### src/design/fps_defines.svh
`ifndef FPS_DEFINES_SVH
`define FPS_DEFINES_SVH

// system clock
`define FPS_CLK_MHZ          50
// blanking after gate turn-on, ns
`define FPS_LEB_NS           350
`define FPS_LEB_CYC          ((`FPS_LEB_NS * `FPS_CLK_MHZ + 999) / 1000)
// aux sample delay after turn-off, ns
`define FPS_AUX_DLY_NS       2000
`define FPS_AUX_DLY_CYC      ((`FPS_AUX_DLY_NS * `FPS_CLK_MHZ + 999) / 1000)
// short protection debounce, ms
`define FPS_SHORT_MS         16
`define FPS_SHORT_CYC        (`FPS_SHORT_MS * 1000 * `FPS_CLK_MHZ)
// overload debounce in timer-capacitor ticks
`define FPS_OLP_TICKS        16'h0400
// aux over-voltage cycles before trip
`define FPS_AUX_OV_CNT       3'h4
// supply turn-off crossings before overload release
`define FPS_OLP_RELEASE_CNT  3'h4
// fault-hiccup on-window after supply turn-on, cycles
`define FPS_HICCUP_CYC       16'h0100
// timer counter widths
`define FPS_CNT_W            24

`endif

### src/design/fps_pkg.sv
package fps_pkg;
   typedef enum logic [1:0] {
      FPS_ST_OFF  = 2'b00,
      FPS_ST_WAIT = 2'b01,
      FPS_ST_ON   = 2'b10
   } fps_gate_e;
endpackage

### src/design/fps_sequencer.sv
// Contract
// - end on-time when current reaches feedback/5.5
// - burst stop disables, start re-enables gate
// - cycle limit at fixed maximum current
// - compensation only high line, feedback high
// - blank current compare after gate turn-on
// - fault hiccup at supply turn-on, auto-recover
// - overload after delay stops gate
// - overload releases on fourth supply turn-off
// - short protection: feedback high, low supply
// - supply over-voltage off until next turn-on
// - turn on at aux falling edge
// - sample aux over-voltage after turn-off delay
// - flag aux over-voltage per cycle
// - trip after four successive aux events
// - chip over-temperature disables until cleared
// - external over-temperature stops switching
// - protection off removes temperature bias
// - line hysteresis selects compensation enable
// - one capacitor timer scales debounce times (here only the overload debounce; the short debounce counts the clock)
// - supply on/off thresholds gate operation
`timescale 1ns/1ps
`default_nettype none
`include "fps_defines.svh"

module fps_sequencer
   import fps_pkg::*;
(
   // clock and reset
   input  wire logic clk_in,
   input  wire logic rst_n_in,
   // feedback comparators
   input  wire logic fb_above_sense_in,
   input  wire logic fb_below_stop_in,
   input  wire logic fb_above_start_in,
   input  wire logic fb_above_olp_in,
   input  wire logic fb_above_comp_in,
   // current and aux comparators
   input  wire logic sense_above_max_in,
   input  wire logic aux_above_trigger_in,
   input  wire logic aux_above_ov_in,
   // supply and line comparators
   input  wire logic supply_above_on_in,
   input  wire logic supply_below_off_in,
   input  wire logic supply_below_short_in,
   input  wire logic supply_over_in,
   input  wire logic line_above_high_in,
   input  wire logic line_below_low_in,
   // temperature and timer
   input  wire logic chip_hot_in,
   input  wire logic ext_hot_in,
   input  wire logic timer_tick_in,
   // outputs
   output logic      flyback_gate_out,
   output logic      comp_offset_en_out,
   output logic      temp_bias_en_out,
   output logic      fault_active_out
);
   fps_gate_e state_ff;
   fps_gate_e nxt_state;
   logic      burst_off_ff;
   logic      high_line_ff;
   logic      aux_prev_ff;
   logic      supply_on_prev_ff;
   logic      supply_off_prev_ff;
   logic      ok_ff;
   logic      olp_ff;
   logic      short_ff;
   logic      vov_ff;
   logic      auxov_ff;
   logic      chip_hot_ff;
   logic [2:0] olp_cnt_ff;
   logic [2:0] auxov_cnt_ff;
   logic [15:0] leb_cnt_ff;
   logic [15:0] aux_dly_cnt_ff;
   logic [15:0] hiccup_cnt_ff;
   logic      aux_sampled_ff;
   logic      olp_done;
   logic      short_done;
   logic      aux_fall;
   logic      supply_on_rise;
   logic      supply_off_rise;
   logic      latched_fault;
   logic      hard_off;
   logic      end_on;
   logic      aux_trip;
   logic      fault_set;

   assign aux_fall        = aux_prev_ff && !aux_above_trigger_in;
   assign supply_on_rise  = supply_above_on_in && !supply_on_prev_ff;
   assign supply_off_rise = supply_below_off_in && !supply_off_prev_ff;
   assign latched_fault   = olp_ff || short_ff || vov_ff || auxov_ff;

   // any condition wins over the switching request
   assign hard_off = !ok_ff || burst_off_ff || chip_hot_ff || ext_hot_in
                     || fb_below_stop_in || olp_ff || supply_over_in
                     || (latched_fault && hiccup_cnt_ff == 16'h0000);

   // blanking masks the current comparators right after turn-on
   assign end_on = (leb_cnt_ff == 16'h0000)
                   && (fb_above_sense_in || sense_above_max_in);

   // fourth successive over-voltage sample closes the latch
   assign aux_trip  = aux_sampled_ff && aux_above_ov_in
                      && (auxov_cnt_ff + 3'h1 >= `FPS_AUX_OV_CNT);

   // a new short, supply over-voltage or aux latch ends any open hiccup window unless a supply turn-on reloads it that cycle: off until the next turn-on
   assign fault_set = supply_over_in || aux_trip
                      || (short_done && supply_below_short_in);

   always_ff @(posedge clk_in or negedge rst_n_in) begin
      if (!rst_n_in) begin
         aux_prev_ff        <= 1'b0;
         supply_on_prev_ff  <= 1'b0;
         supply_off_prev_ff <= 1'b0;
      end else begin
         aux_prev_ff        <= aux_above_trigger_in;
         supply_on_prev_ff  <= supply_above_on_in;
         supply_off_prev_ff <= supply_below_off_in;
      end
   end

   // supply lockout with hysteresis
   always_ff @(posedge clk_in or negedge rst_n_in) begin
      if (!rst_n_in) begin
         ok_ff <= 1'b0;
      end else if (supply_below_off_in) begin
         ok_ff <= 1'b0;
      end else if (supply_above_on_in) begin
         ok_ff <= 1'b1;
      end
   end

   always_ff @(posedge clk_in or negedge rst_n_in) begin
      if (!rst_n_in) begin
         burst_off_ff <= 1'b0;
      end else if (fb_below_stop_in) begin
         burst_off_ff <= 1'b1;
      end else if (fb_above_start_in) begin
         burst_off_ff <= 1'b0;
      end
   end

   always_ff @(posedge clk_in or negedge rst_n_in) begin
      if (!rst_n_in) begin
         high_line_ff <= 1'b0;
      end else if (line_above_high_in) begin
         high_line_ff <= 1'b1;
      end else if (line_below_low_in) begin
         high_line_ff <= 1'b0;
      end
   end

   always_ff @(posedge clk_in or negedge rst_n_in) begin
      if (!rst_n_in) begin
         chip_hot_ff <= 1'b0;
      end else begin
         chip_hot_ff <= chip_hot_in;
      end
   end

   // overload debounce counts the capacitor timer, short debounce the clock
   fps_timer u_olp_timer (
      .clk_in   (clk_in),
      .rst_n_in (rst_n_in),
      .run_in   (fb_above_olp_in && !olp_ff),
      .tick_in  (timer_tick_in),
      .limit_in (`FPS_CNT_W'(`FPS_OLP_TICKS)),
      .done_out (olp_done)
   );

   fps_timer u_short_timer (
      .clk_in   (clk_in),
      .rst_n_in (rst_n_in),
      .run_in   (fb_above_olp_in && !short_ff),
      .tick_in  (1'b1),
      .limit_in (`FPS_CNT_W'(`FPS_SHORT_CYC)),
      .done_out (short_done)
   );

   // overload holds until the fourth supply turn-off crossing
   always_ff @(posedge clk_in or negedge rst_n_in) begin
      if (!rst_n_in) begin
         olp_ff     <= 1'b0;
         olp_cnt_ff <= 3'h0;
      end else if (!olp_ff) begin
         olp_cnt_ff <= 3'h0;
         if (olp_done) begin
            olp_ff <= 1'b1;
         end
      end else if (supply_off_rise) begin
         if (olp_cnt_ff + 3'h1 == `FPS_OLP_RELEASE_CNT) begin
            olp_ff     <= 1'b0;
            olp_cnt_ff <= 3'h0;
         end else begin
            olp_cnt_ff <= olp_cnt_ff + 3'h1;
         end
      end
   end

   // short, supply over-voltage: cleared at next supply turn-on if gone
   always_ff @(posedge clk_in or negedge rst_n_in) begin
      if (!rst_n_in) begin
         short_ff <= 1'b0;
      end else if (short_done && supply_below_short_in) begin
         short_ff <= 1'b1;
      end else if (supply_on_rise && !fb_above_olp_in) begin
         short_ff <= 1'b0;
      end
   end

   always_ff @(posedge clk_in or negedge rst_n_in) begin
      if (!rst_n_in) begin
         vov_ff <= 1'b0;
      end else if (supply_over_in) begin
         vov_ff <= 1'b1;
      end else if (supply_on_rise) begin
         vov_ff <= 1'b0;
      end
   end

   // hiccup window: a brief switching burst after each supply turn-on
   always_ff @(posedge clk_in or negedge rst_n_in) begin
      if (!rst_n_in) begin
         hiccup_cnt_ff <= 16'h0000;
      end else if (supply_on_rise) begin
         hiccup_cnt_ff <= `FPS_HICCUP_CYC;
      end else if (fault_set) begin
         hiccup_cnt_ff <= 16'h0000;
      end else if (hiccup_cnt_ff != 16'h0000) begin
         hiccup_cnt_ff <= hiccup_cnt_ff - 16'h0001;
      end
   end

   // gate sequencing
   always_comb begin
      nxt_state = state_ff;
      case (state_ff)
         FPS_ST_OFF: begin
            if (!hard_off) begin
               nxt_state = FPS_ST_WAIT;
            end
         end
         FPS_ST_WAIT: begin
            if (hard_off) begin
               nxt_state = FPS_ST_OFF;
            end else if (aux_fall) begin
               nxt_state = FPS_ST_ON;
            end
         end
         FPS_ST_ON: begin
            if (hard_off || end_on) begin
               nxt_state = FPS_ST_WAIT;
            end
         end
         default: begin
            nxt_state = FPS_ST_OFF;
         end
      endcase
   end

   always_ff @(posedge clk_in or negedge rst_n_in) begin
      if (!rst_n_in) begin
         state_ff <= FPS_ST_OFF;
      end else begin
         state_ff <= nxt_state;
      end
   end

   always_ff @(posedge clk_in or negedge rst_n_in) begin
      if (!rst_n_in) begin
         flyback_gate_out <= 1'b0;
      end else begin
         flyback_gate_out <= (nxt_state == FPS_ST_ON);
      end
   end

   always_ff @(posedge clk_in or negedge rst_n_in) begin
      if (!rst_n_in) begin
         leb_cnt_ff <= 16'h0000;
      end else if (state_ff != FPS_ST_ON && nxt_state == FPS_ST_ON) begin
         leb_cnt_ff <= 16'(`FPS_LEB_CYC);
      end else if (leb_cnt_ff != 16'h0000) begin
         leb_cnt_ff <= leb_cnt_ff - 16'h0001;
      end
   end

   // aux sample after turn-off delay, ringing ignored meanwhile
   always_ff @(posedge clk_in or negedge rst_n_in) begin
      if (!rst_n_in) begin
         aux_dly_cnt_ff <= 16'h0000;
         aux_sampled_ff <= 1'b0;
      end else if (state_ff == FPS_ST_ON && nxt_state != FPS_ST_ON) begin
         aux_dly_cnt_ff <= 16'(`FPS_AUX_DLY_CYC);
         aux_sampled_ff <= 1'b0;
      end else if (aux_dly_cnt_ff != 16'h0000) begin
         aux_dly_cnt_ff <= aux_dly_cnt_ff - 16'h0001;
         aux_sampled_ff <= (aux_dly_cnt_ff == 16'h0001);
      end else begin
         aux_sampled_ff <= 1'b0;
      end
   end

   // successive over-voltage samples; a clean sample restarts the count
   always_ff @(posedge clk_in or negedge rst_n_in) begin
      if (!rst_n_in) begin
         auxov_cnt_ff <= 3'h0;
      end else if (aux_sampled_ff) begin
         if (aux_trip) begin
            auxov_cnt_ff <= 3'h0;
         end else if (aux_above_ov_in) begin
            auxov_cnt_ff <= auxov_cnt_ff + 3'h1;
         end else begin
            auxov_cnt_ff <= 3'h0;
         end
      end
   end

   // trip wins over a turn-on clear in the same cycle
   always_ff @(posedge clk_in or negedge rst_n_in) begin
      if (!rst_n_in) begin
         auxov_ff <= 1'b0;
      end else if (aux_trip) begin
         auxov_ff <= 1'b1;
      end else if (supply_on_rise) begin
         auxov_ff <= 1'b0;
      end
   end

   always_ff @(posedge clk_in or negedge rst_n_in) begin
      if (!rst_n_in) begin
         comp_offset_en_out <= 1'b0;
         temp_bias_en_out   <= 1'b0;
         fault_active_out   <= 1'b0;
      end else begin
         comp_offset_en_out <= high_line_ff && fb_above_comp_in;
         temp_bias_en_out   <= !(latched_fault || chip_hot_ff || ext_hot_in);
         fault_active_out   <= latched_fault || chip_hot_ff || ext_hot_in;
      end
   end
endmodule // fps_sequencer

`default_nettype wire

### src/design/fps_timer.sv
`timescale 1ns/1ps
`default_nettype none
`include "fps_defines.svh"

// counts tick_in pulses while run is high; done after limit counts
module fps_timer (
   // clock and reset
   input  wire logic                 clk_in,
   input  wire logic                 rst_n_in,
   // control
   input  wire logic                 run_in,
   input  wire logic                 tick_in,
   input  wire logic [`FPS_CNT_W-1:0] limit_in,
   // status
   output logic                      done_out
);
   logic [`FPS_CNT_W-1:0] count_ff;

   always_ff @(posedge clk_in or negedge rst_n_in) begin
      if (!rst_n_in) begin
         count_ff <= '0;
      end else if (!run_in) begin
         count_ff <= '0;
      end else if (tick_in && count_ff != limit_in) begin
         count_ff <= count_ff + 1'b1;
      end
   end

   assign done_out = run_in && (count_ff == limit_in);
endmodule // fps_timer

`default_nettype wire

### config.mk
export PLATFORM = sky130hd
export DESIGN_NAME = fps_sequencer
export DESIGN_NICKNAME = d
export VERILOG_FILES = /design/src/design/fps_pkg.sv /design/src/design/fps_sequencer.sv /design/src/design/fps_timer.sv
export VERILOG_INCLUDE_DIRS = /design/src /design/src/design
export SDC_FILE = /design/constraint.sdc
export NUM_CORES = 1
export LEC_CHECK = 0
export BUFFER_PORTS_ARGS = -buffer_cell sky130_fd_sc_hd__buf_2
export CAP_MARGIN = 20
export CORE_ASPECT_RATIO = 1.25
export CORE_UTILIZATION = 30
export DETAILED_ROUTE_END_ITERATION = 10
export PLACE_DENSITY = 0.48
export SYNTH_ARGS = -nofsm -noshare
export SYNTH_HDL_FRONTEND = slang
export SYNTH_SLANG_ARGS = --single-unit
### constraint.sdc
create_clock -name clk_in -period 6.9 [get_ports clk_in]
set_input_delay 1.38 -clock clk_in [delete_from_list [all_inputs] [get_ports clk_in]]
set_output_delay 1.38 -clock clk_in [all_outputs]
set_load 0.01 [all_outputs]
* After elaboration in Yosys (flattened, before gate mapping) *
Cells that the tools add are included.

word-level totals
  output and inout bits = 4
  input port bits = 19
  memory bits (read-only) = 0
  memories kept = 0
  latch bits = 0
  logic and storage cells = 140
  flip-flop bits (word level) = 120
  memory bits (writable) = 0

operators by class
  shift operators = 0
  $lt $le $gt $ge = 1
  multipliers = 0
  multiplexer cells = 38
  divide/modulo/power cells = 0
  reductions and logical operators = 56
  equality and inequality tests = 14
  $add $sub $neg = 7
  bitwise gates (word level) = 0

operator list
  operator                 number
  $mux W16                 7
  $mux W24                 4
  $add A24 B1 Y24 const B  2
  $reduce_bool A16 Y1      3
  $sub A16 B1 Y16 const B  3
  $logic_not A16 Y1        2
  $eq A24 B11 Y1 const B   1
  $eq A24 B20 Y1 const B   1
  $ne A24 B11 Y1 const B   1
  $ne A24 B20 Y1 const B   1
  $logic_and A1 B1 Y1      17
  $mux W1                  17
  $eq A16 B1 Y1 const B    1
  $logic_or A1 B1 Y1       16
  $reduce_bool A2 Y1       8
  $mux W3                  5
  $logic_not A1 Y1         8
  $mux W2                  4
  $ne A2 B2 Y1 const B     4
  $add A3 B1 Y3 const B    2
  $pmux W2 S3              1
  $eq A2 B2 Y1 const B     2
  $eq A3 B3 Y1 const B     1
  $ge A3 B3 Y1 const B     1
  4 further kinds          4

* Longest topological paths before layout *
  word-level depth = 14
  depth in mapped cells = 10
  gate-level depth less buffers = 7

* Modules after synthesis *
From an unflattened synthesis, not the netlist that was laid out.

unflattened totals
  cell total of the unflattened synthesis = 797
  area total of the unflattened synthesis = 7236.9 um2

modules (own cells, without submodules)
  module         area each (um2)  times used  seq. area each (um2)  cells an instance
  fps_timer      1831.8           2           600.6                 217
  fps_sequencer  3573.4           1           1801.7                363

* Least setup slack after synthesis *
No wires, ideal clock.

  path kind = input to register
  start = input port aux_above_ov_in
  end = register hiccup_cnt_ff[6]
  setup time = 78 ps
  stages = 5
  setup slack = 4316 ps
  required time = 6822 ps
  path buffers = 1
  arrival time = 2506 ps
  cells stage by stage = and3_1 > or2_2 > a311o_1 > clkbuf_1 > a21oi_1

on the way
  cells in the longest elaborated chain, start to end = 6
  elaborated cells on any way between the ends = 7
  those cells by class = 2 x mux; 5 x reduce/logical

ends and longest elaborated chain
  what                                  line                  text
  from (decl)                           fps_sequencer.sv:41   input wire logic aux_above_ov_in,
  $logic_and A1 B1 Y1 (*) (2 in a row)  fps_sequencer.sv:104  assign aux_trip = aux_sampled_ff && aux_above_ov_in
  $logic_or A1 B1 Y1 (*)                fps_sequencer.sv:108  assign fault_set = supply_over_in || aux_trip
  $logic_or A1 B1 Y1 (*)                fps_sequencer.sv:109  || (short_done && supply_below_short_in);
  $mux W16                              fps_sequencer.sv:228  end else if (fault_set) begin
  $mux W16                              fps_sequencer.sv:226  end else if (supply_on_rise) begin
  to (signal assigned)                  fps_sequencer.sv:227  hiccup_cnt_ff <= `FPS_HICCUP_CYC;
  to (signal assigned)                  fps_sequencer.sv:231  hiccup_cnt_ff <= hiccup_cnt_ff - 16'h0001;
  to (decl)                             fps_sequencer.sv:76   logic [15:0] hiccup_cnt_ff;

Mark *: on every way between the ends. The rest lies on a longest branch, timed or not.
A chain may end at the register's enable or synchronous reset.

* Final worst setup path *
  start = register hiccup_cnt_ff[0]
  end = register aux_sampled_ff

on the way
  cells in the longest elaborated chain, start to end = 9
  elaborated cells on any way between the ends = 11
  those cells by class = 1 x eq/ne; 5 x mux; 5 x reduce/logical

ends and longest elaborated chain
  what                     line                  text
  $logic_not A16 Y1 (*)    fps_sequencer.sv:97   || (latched_fault && hiccup_cnt_ff == 16'h0000);
  $logic_and A1 B1 Y1 (*)  fps_sequencer.sv:97
  $logic_or A1 B1 Y1 (*)   fps_sequencer.sv:97
  $logic_or A1 B1 Y1       fps_sequencer.sv:252  if (hard_off || end_on) begin
  $mux W2                  fps_sequencer.sv:252
  $pmux W2 S3 (*)          fps_sequencer.sv:238  case (state_ff)
  $ne A2 B2 Y1 (*)         fps_sequencer.sv:293  end else if (state_ff == FPS_ST_ON && nxt_state != FPS_ST_ON) begin
  $logic_and A1 B1 Y1 (*)  fps_sequencer.sv:293
  $mux W1 (*)              fps_sequencer.sv:293
  to (signal assigned)     fps_sequencer.sv:298  aux_sampled_ff <= (aux_dly_cnt_ff == 16'h0001);
  to (decl)                fps_sequencer.sv:77   logic aux_sampled_ff;

Marks and branches as above.

==> run metrics <==
final count of negative-setup-slack endpoints=0; die extent in x=128 um; Min Clock Period, post-route=3.01 ns; all-layer global routing usage=0.133; number of standard-cell rows in the floorplan=57; number of nets in the synthesized netlist=655; count of nets after finishing=686; Hold Path Depth=1; Clock Path Buffers=2; worst slack at placement=3.86 ns; count of hold buffers inserted by post-cts repair=0; dominant cells by area after synthesis=sky130_fd_sc_hd__dfrtp_1, sky130_fd_sc_hd__nor2_1, sky130_fd_sc_hd__xor2_1; IO Count=23; Worst Setup End Kind=register; number of iterations in the first detailed-routing pass=4; total of max-cap violations=0; mapped cell area=between 0.005 and 0.006 mm2; die area=0.0205 mm2; die height=160 um; Clock transition at path regs=0.06 ns; clock tree from TritonCTS=done; fill count=1980; startpoint-to-endpoint class of the critical path=register to register; Vias=4499; total leakage power=around 2.9 nW; share of layout cells above drive strength 1=0.0990; number of buffers created by CTS=17; biggest area consumer among synthesized cells=sky130_fd_sc_hd__dfrtp_1; Async S/R FF share, synth=1.00; total of cells resized after clock tree synthesis=0; Worst R2R Start=hiccup_cnt_ff[0]; average footprint of a synthesized cell=9.60 um2; hold path startpoint=high_line_ff; number of library cell types mapped by synthesis=47; r2r setup slk=3.89 ns; Peak VDD IR=0.177 mV; maximum number of pins on one net before global-route repair=a little under 70; fin crit share=0.436; ratio of routed vias to standard cells=4.83; unrepaired setup endpoints after global routing=false; Initial Util=0.307; root buffer cell=sky130_fd_sc_hd__clkbuf_16; CORE AREA=just under 0.02 mm2; number of buffers inserted by port buffering=22; initial antenna violation count=0; worst slew margin relative to its limit=0.303; # DRC=0; Routed Antenna Nets=0; via count of the first global-routing pass=4651; max-slew violation count=0; number of storage elements in the synthesis netlist=120; top achievable clock speed=between 300 and 400 MHz; ant diodes=0; number of design-rule violations left by the first detailed-router iteration=240; type of the most critical hold path=register to register; global-route wire length before repair=21600 um; fraction of synthesized cell area taken by the top area cell type=0.502; worst skew pair latency=0.41 ns; most frequent cells after synthesis=sky130_fd_sc_hd__dfrtp_1, sky130_fd_sc_hd__nor2_1, sky130_fd_sc_hd__xor2_1, sky130_fd_sc_hd__nand2_1, sky130_fd_sc_hd__nand3_1; number of cells traversed by the worst register-to-register path=7; most common cell in the netlist=sky130_fd_sc_hd__dfrtp_1; final weighted congestion of routability-driven global placement=approximately 0.77; setup skew after layout=0.00668 ns; area of all sequential standard cells=0.00300 mm2; final worst setup slack=between 3 and 4 ns; total number of yosys warnings=0; Detail Placement HPWL=approximately 8600 um; growth of design area from synthesis to finish=16.7%; Worst Path Arrival=~3.3 ns; gate count after technology mapping=623; setup tns final=0 ns; Power per Cell Area=290 mW/mm2; Post-CTS Setup Bufs=0; required time worst endpoint=7.17 ns; average wire per cell in the routed design=13.3 um; result of the run=finished, final reports clean; Final Hold Violating Endpoints=0; sequential-to-total area share from yosys stat=0.502; hold endpoint=high_line_ff; total congestion overflow after global routing=0; number of synthesized flops with an enable pin=0; CP Launch Type=register; end of the worst register-to-register path=aux_sampled_ff; CTS H-Tree Depth=4; most used flip-flop cell after synthesis=sky130_fd_sc_hd__dfrtp_1; count of clock tree sinks=120; CP max FO=18; wire length after detailed routing=~12000 um; multi-input logic area=0.00283 mm2; final design utilization=0.358; Worst Tran Pin Value=around 1.0 ns
stage by stage:
| stage | area [um2] | power (mW) | std cells | hold WS (ns) |
|---|---|---|---|---|
| final | 6980 | 2.02 | 932 | 0.475 |
| after global routing | 6980 | 2.14 | 932 | 0.506 |
| after CTS | 6980 | 2.06 | 932 | 0.481 |
| after detailed placement | 6370 | 1.14 | 900 | 0.468 |
| after global placement | 6370 | 1.14 | 900 | 0.458 |
| after floorplan | 5980 | 1.06 | 623 | 0.435 |
critical path, cell delays in order (launching register included):
cell	delay (ns)
sky130_fd_sc_hd__dfrtp_1	0.41
sky130_fd_sc_hd__inv_1	0.09
sky130_fd_sc_hd__ha_1	0.18
sky130_fd_sc_hd__or3b_2	0.46
sky130_fd_sc_hd__or4_1	0.66
sky130_fd_sc_hd__o21ai_2	0.32
sky130_fd_sc_hd__o21a_1	0.60
sky130_fd_sc_hd__nor4b_1	0.13
kinds of logic after synthesis:
kind of cell | synth area share
and+or+nand+nor | 0.270
buffers and inverters | 0.0243
DFF | 0.502
adders and majority gates | 0.0272
muxes | 0.0153
xor gates and xnor gates | 0.101
AOI/OAI and AO/OA | 0.0601
state kept, by name (all words and copies together) (netlist names), 2 cells and up:
| register | cells |
|---|---|
| u_olp_timer.count_ff | 24 |
| u_short_timer.count_ff | 24 |
| aux_dly_cnt_ff | 16 |
| hiccup_cnt_ff | 16 |
| leb_cnt_ff | 16 |
| auxov_cnt_ff | 3 |
| olp_cnt_ff | 3 |
| state_ff | 2 |
layout by cell type, fill, tap and decap left out, types with 19 or more instances in the layout:
cell type | netlist | routed
sky130_fd_sc_hd__nand3_1 | 29 | 29
sky130_fd_sc_hd__nor2_1 | 113 | 113
sky130_fd_sc_hd__buf_2 | 2 | 21
sky130_fd_sc_hd__xnor2_1 | 22 | 22
sky130_fd_sc_hd__inv_1 | 23 | 23
sky130_fd_sc_hd__nand4_1 | 24 | 24
sky130_fd_sc_hd__nand2_1 | 43 | 43
sky130_fd_sc_hd__nor4_1 | 20 | 20
sky130_fd_sc_hd__nor3_1 | 19 | 19
sky130_fd_sc_hd__xor2_1 | 47 | 47
sky130_fd_sc_hd__a21oi_1 | 21 | 21
sky130_fd_sc_hd__dfrtp_1 | 120 | 120
metal layers:
metal / vias to the layer above / track usage / share of wire
met3: 13 / 0.0318 / 0.023
met4: 0 / 0.0583 / 0.015
met1: 2221 / 0.163 / 0.46
li1: 2222 / - / -
met2: 43 / 0.220 / 0.50
met5: - / 0 / 0
how the worst max path moves through the flow:
stage / start / endpoint / slack [ns]
3_3_place_gp: supply_over_in / leb_cnt_ff[7] / 3.92
2_1_floorplan: aux_above_ov_in / hiccup_cnt_ff[6] / 4.32
5_1_grt: leb_cnt_ff[0] / aux_sampled_ff / 3.62
4_1_cts: hiccup_cnt_ff[0] / state_ff[0] / 3.86
6_report: hiccup_cnt_ff[0] / aux_sampled_ff / 3.89
3_5_place_dp: supply_over_in / leb_cnt_ff[13] / 3.86
report_power, final:
part	leakage [nW]	total [mW]	internal, mW	switching, mW
registers	1.50	0.807	0.752	0.0551
logic	1.10	0.317	0.138	0.179
clock network	0.285	0.900	0.568	0.333
total	2.89	2.02	1.46	0.566
final cells by class:
cell class	instances	share of cell area
clock buffers	17	0.0610
clock inverters	15	0.0257
well taps	265	0.0475
repair buffers	23	0.0172
multi-input cells	469	0.406
flip-flops and latches	120	0.430
inverters	23	0.0124
Note: power is estimated with default switching activity, not from simulation.
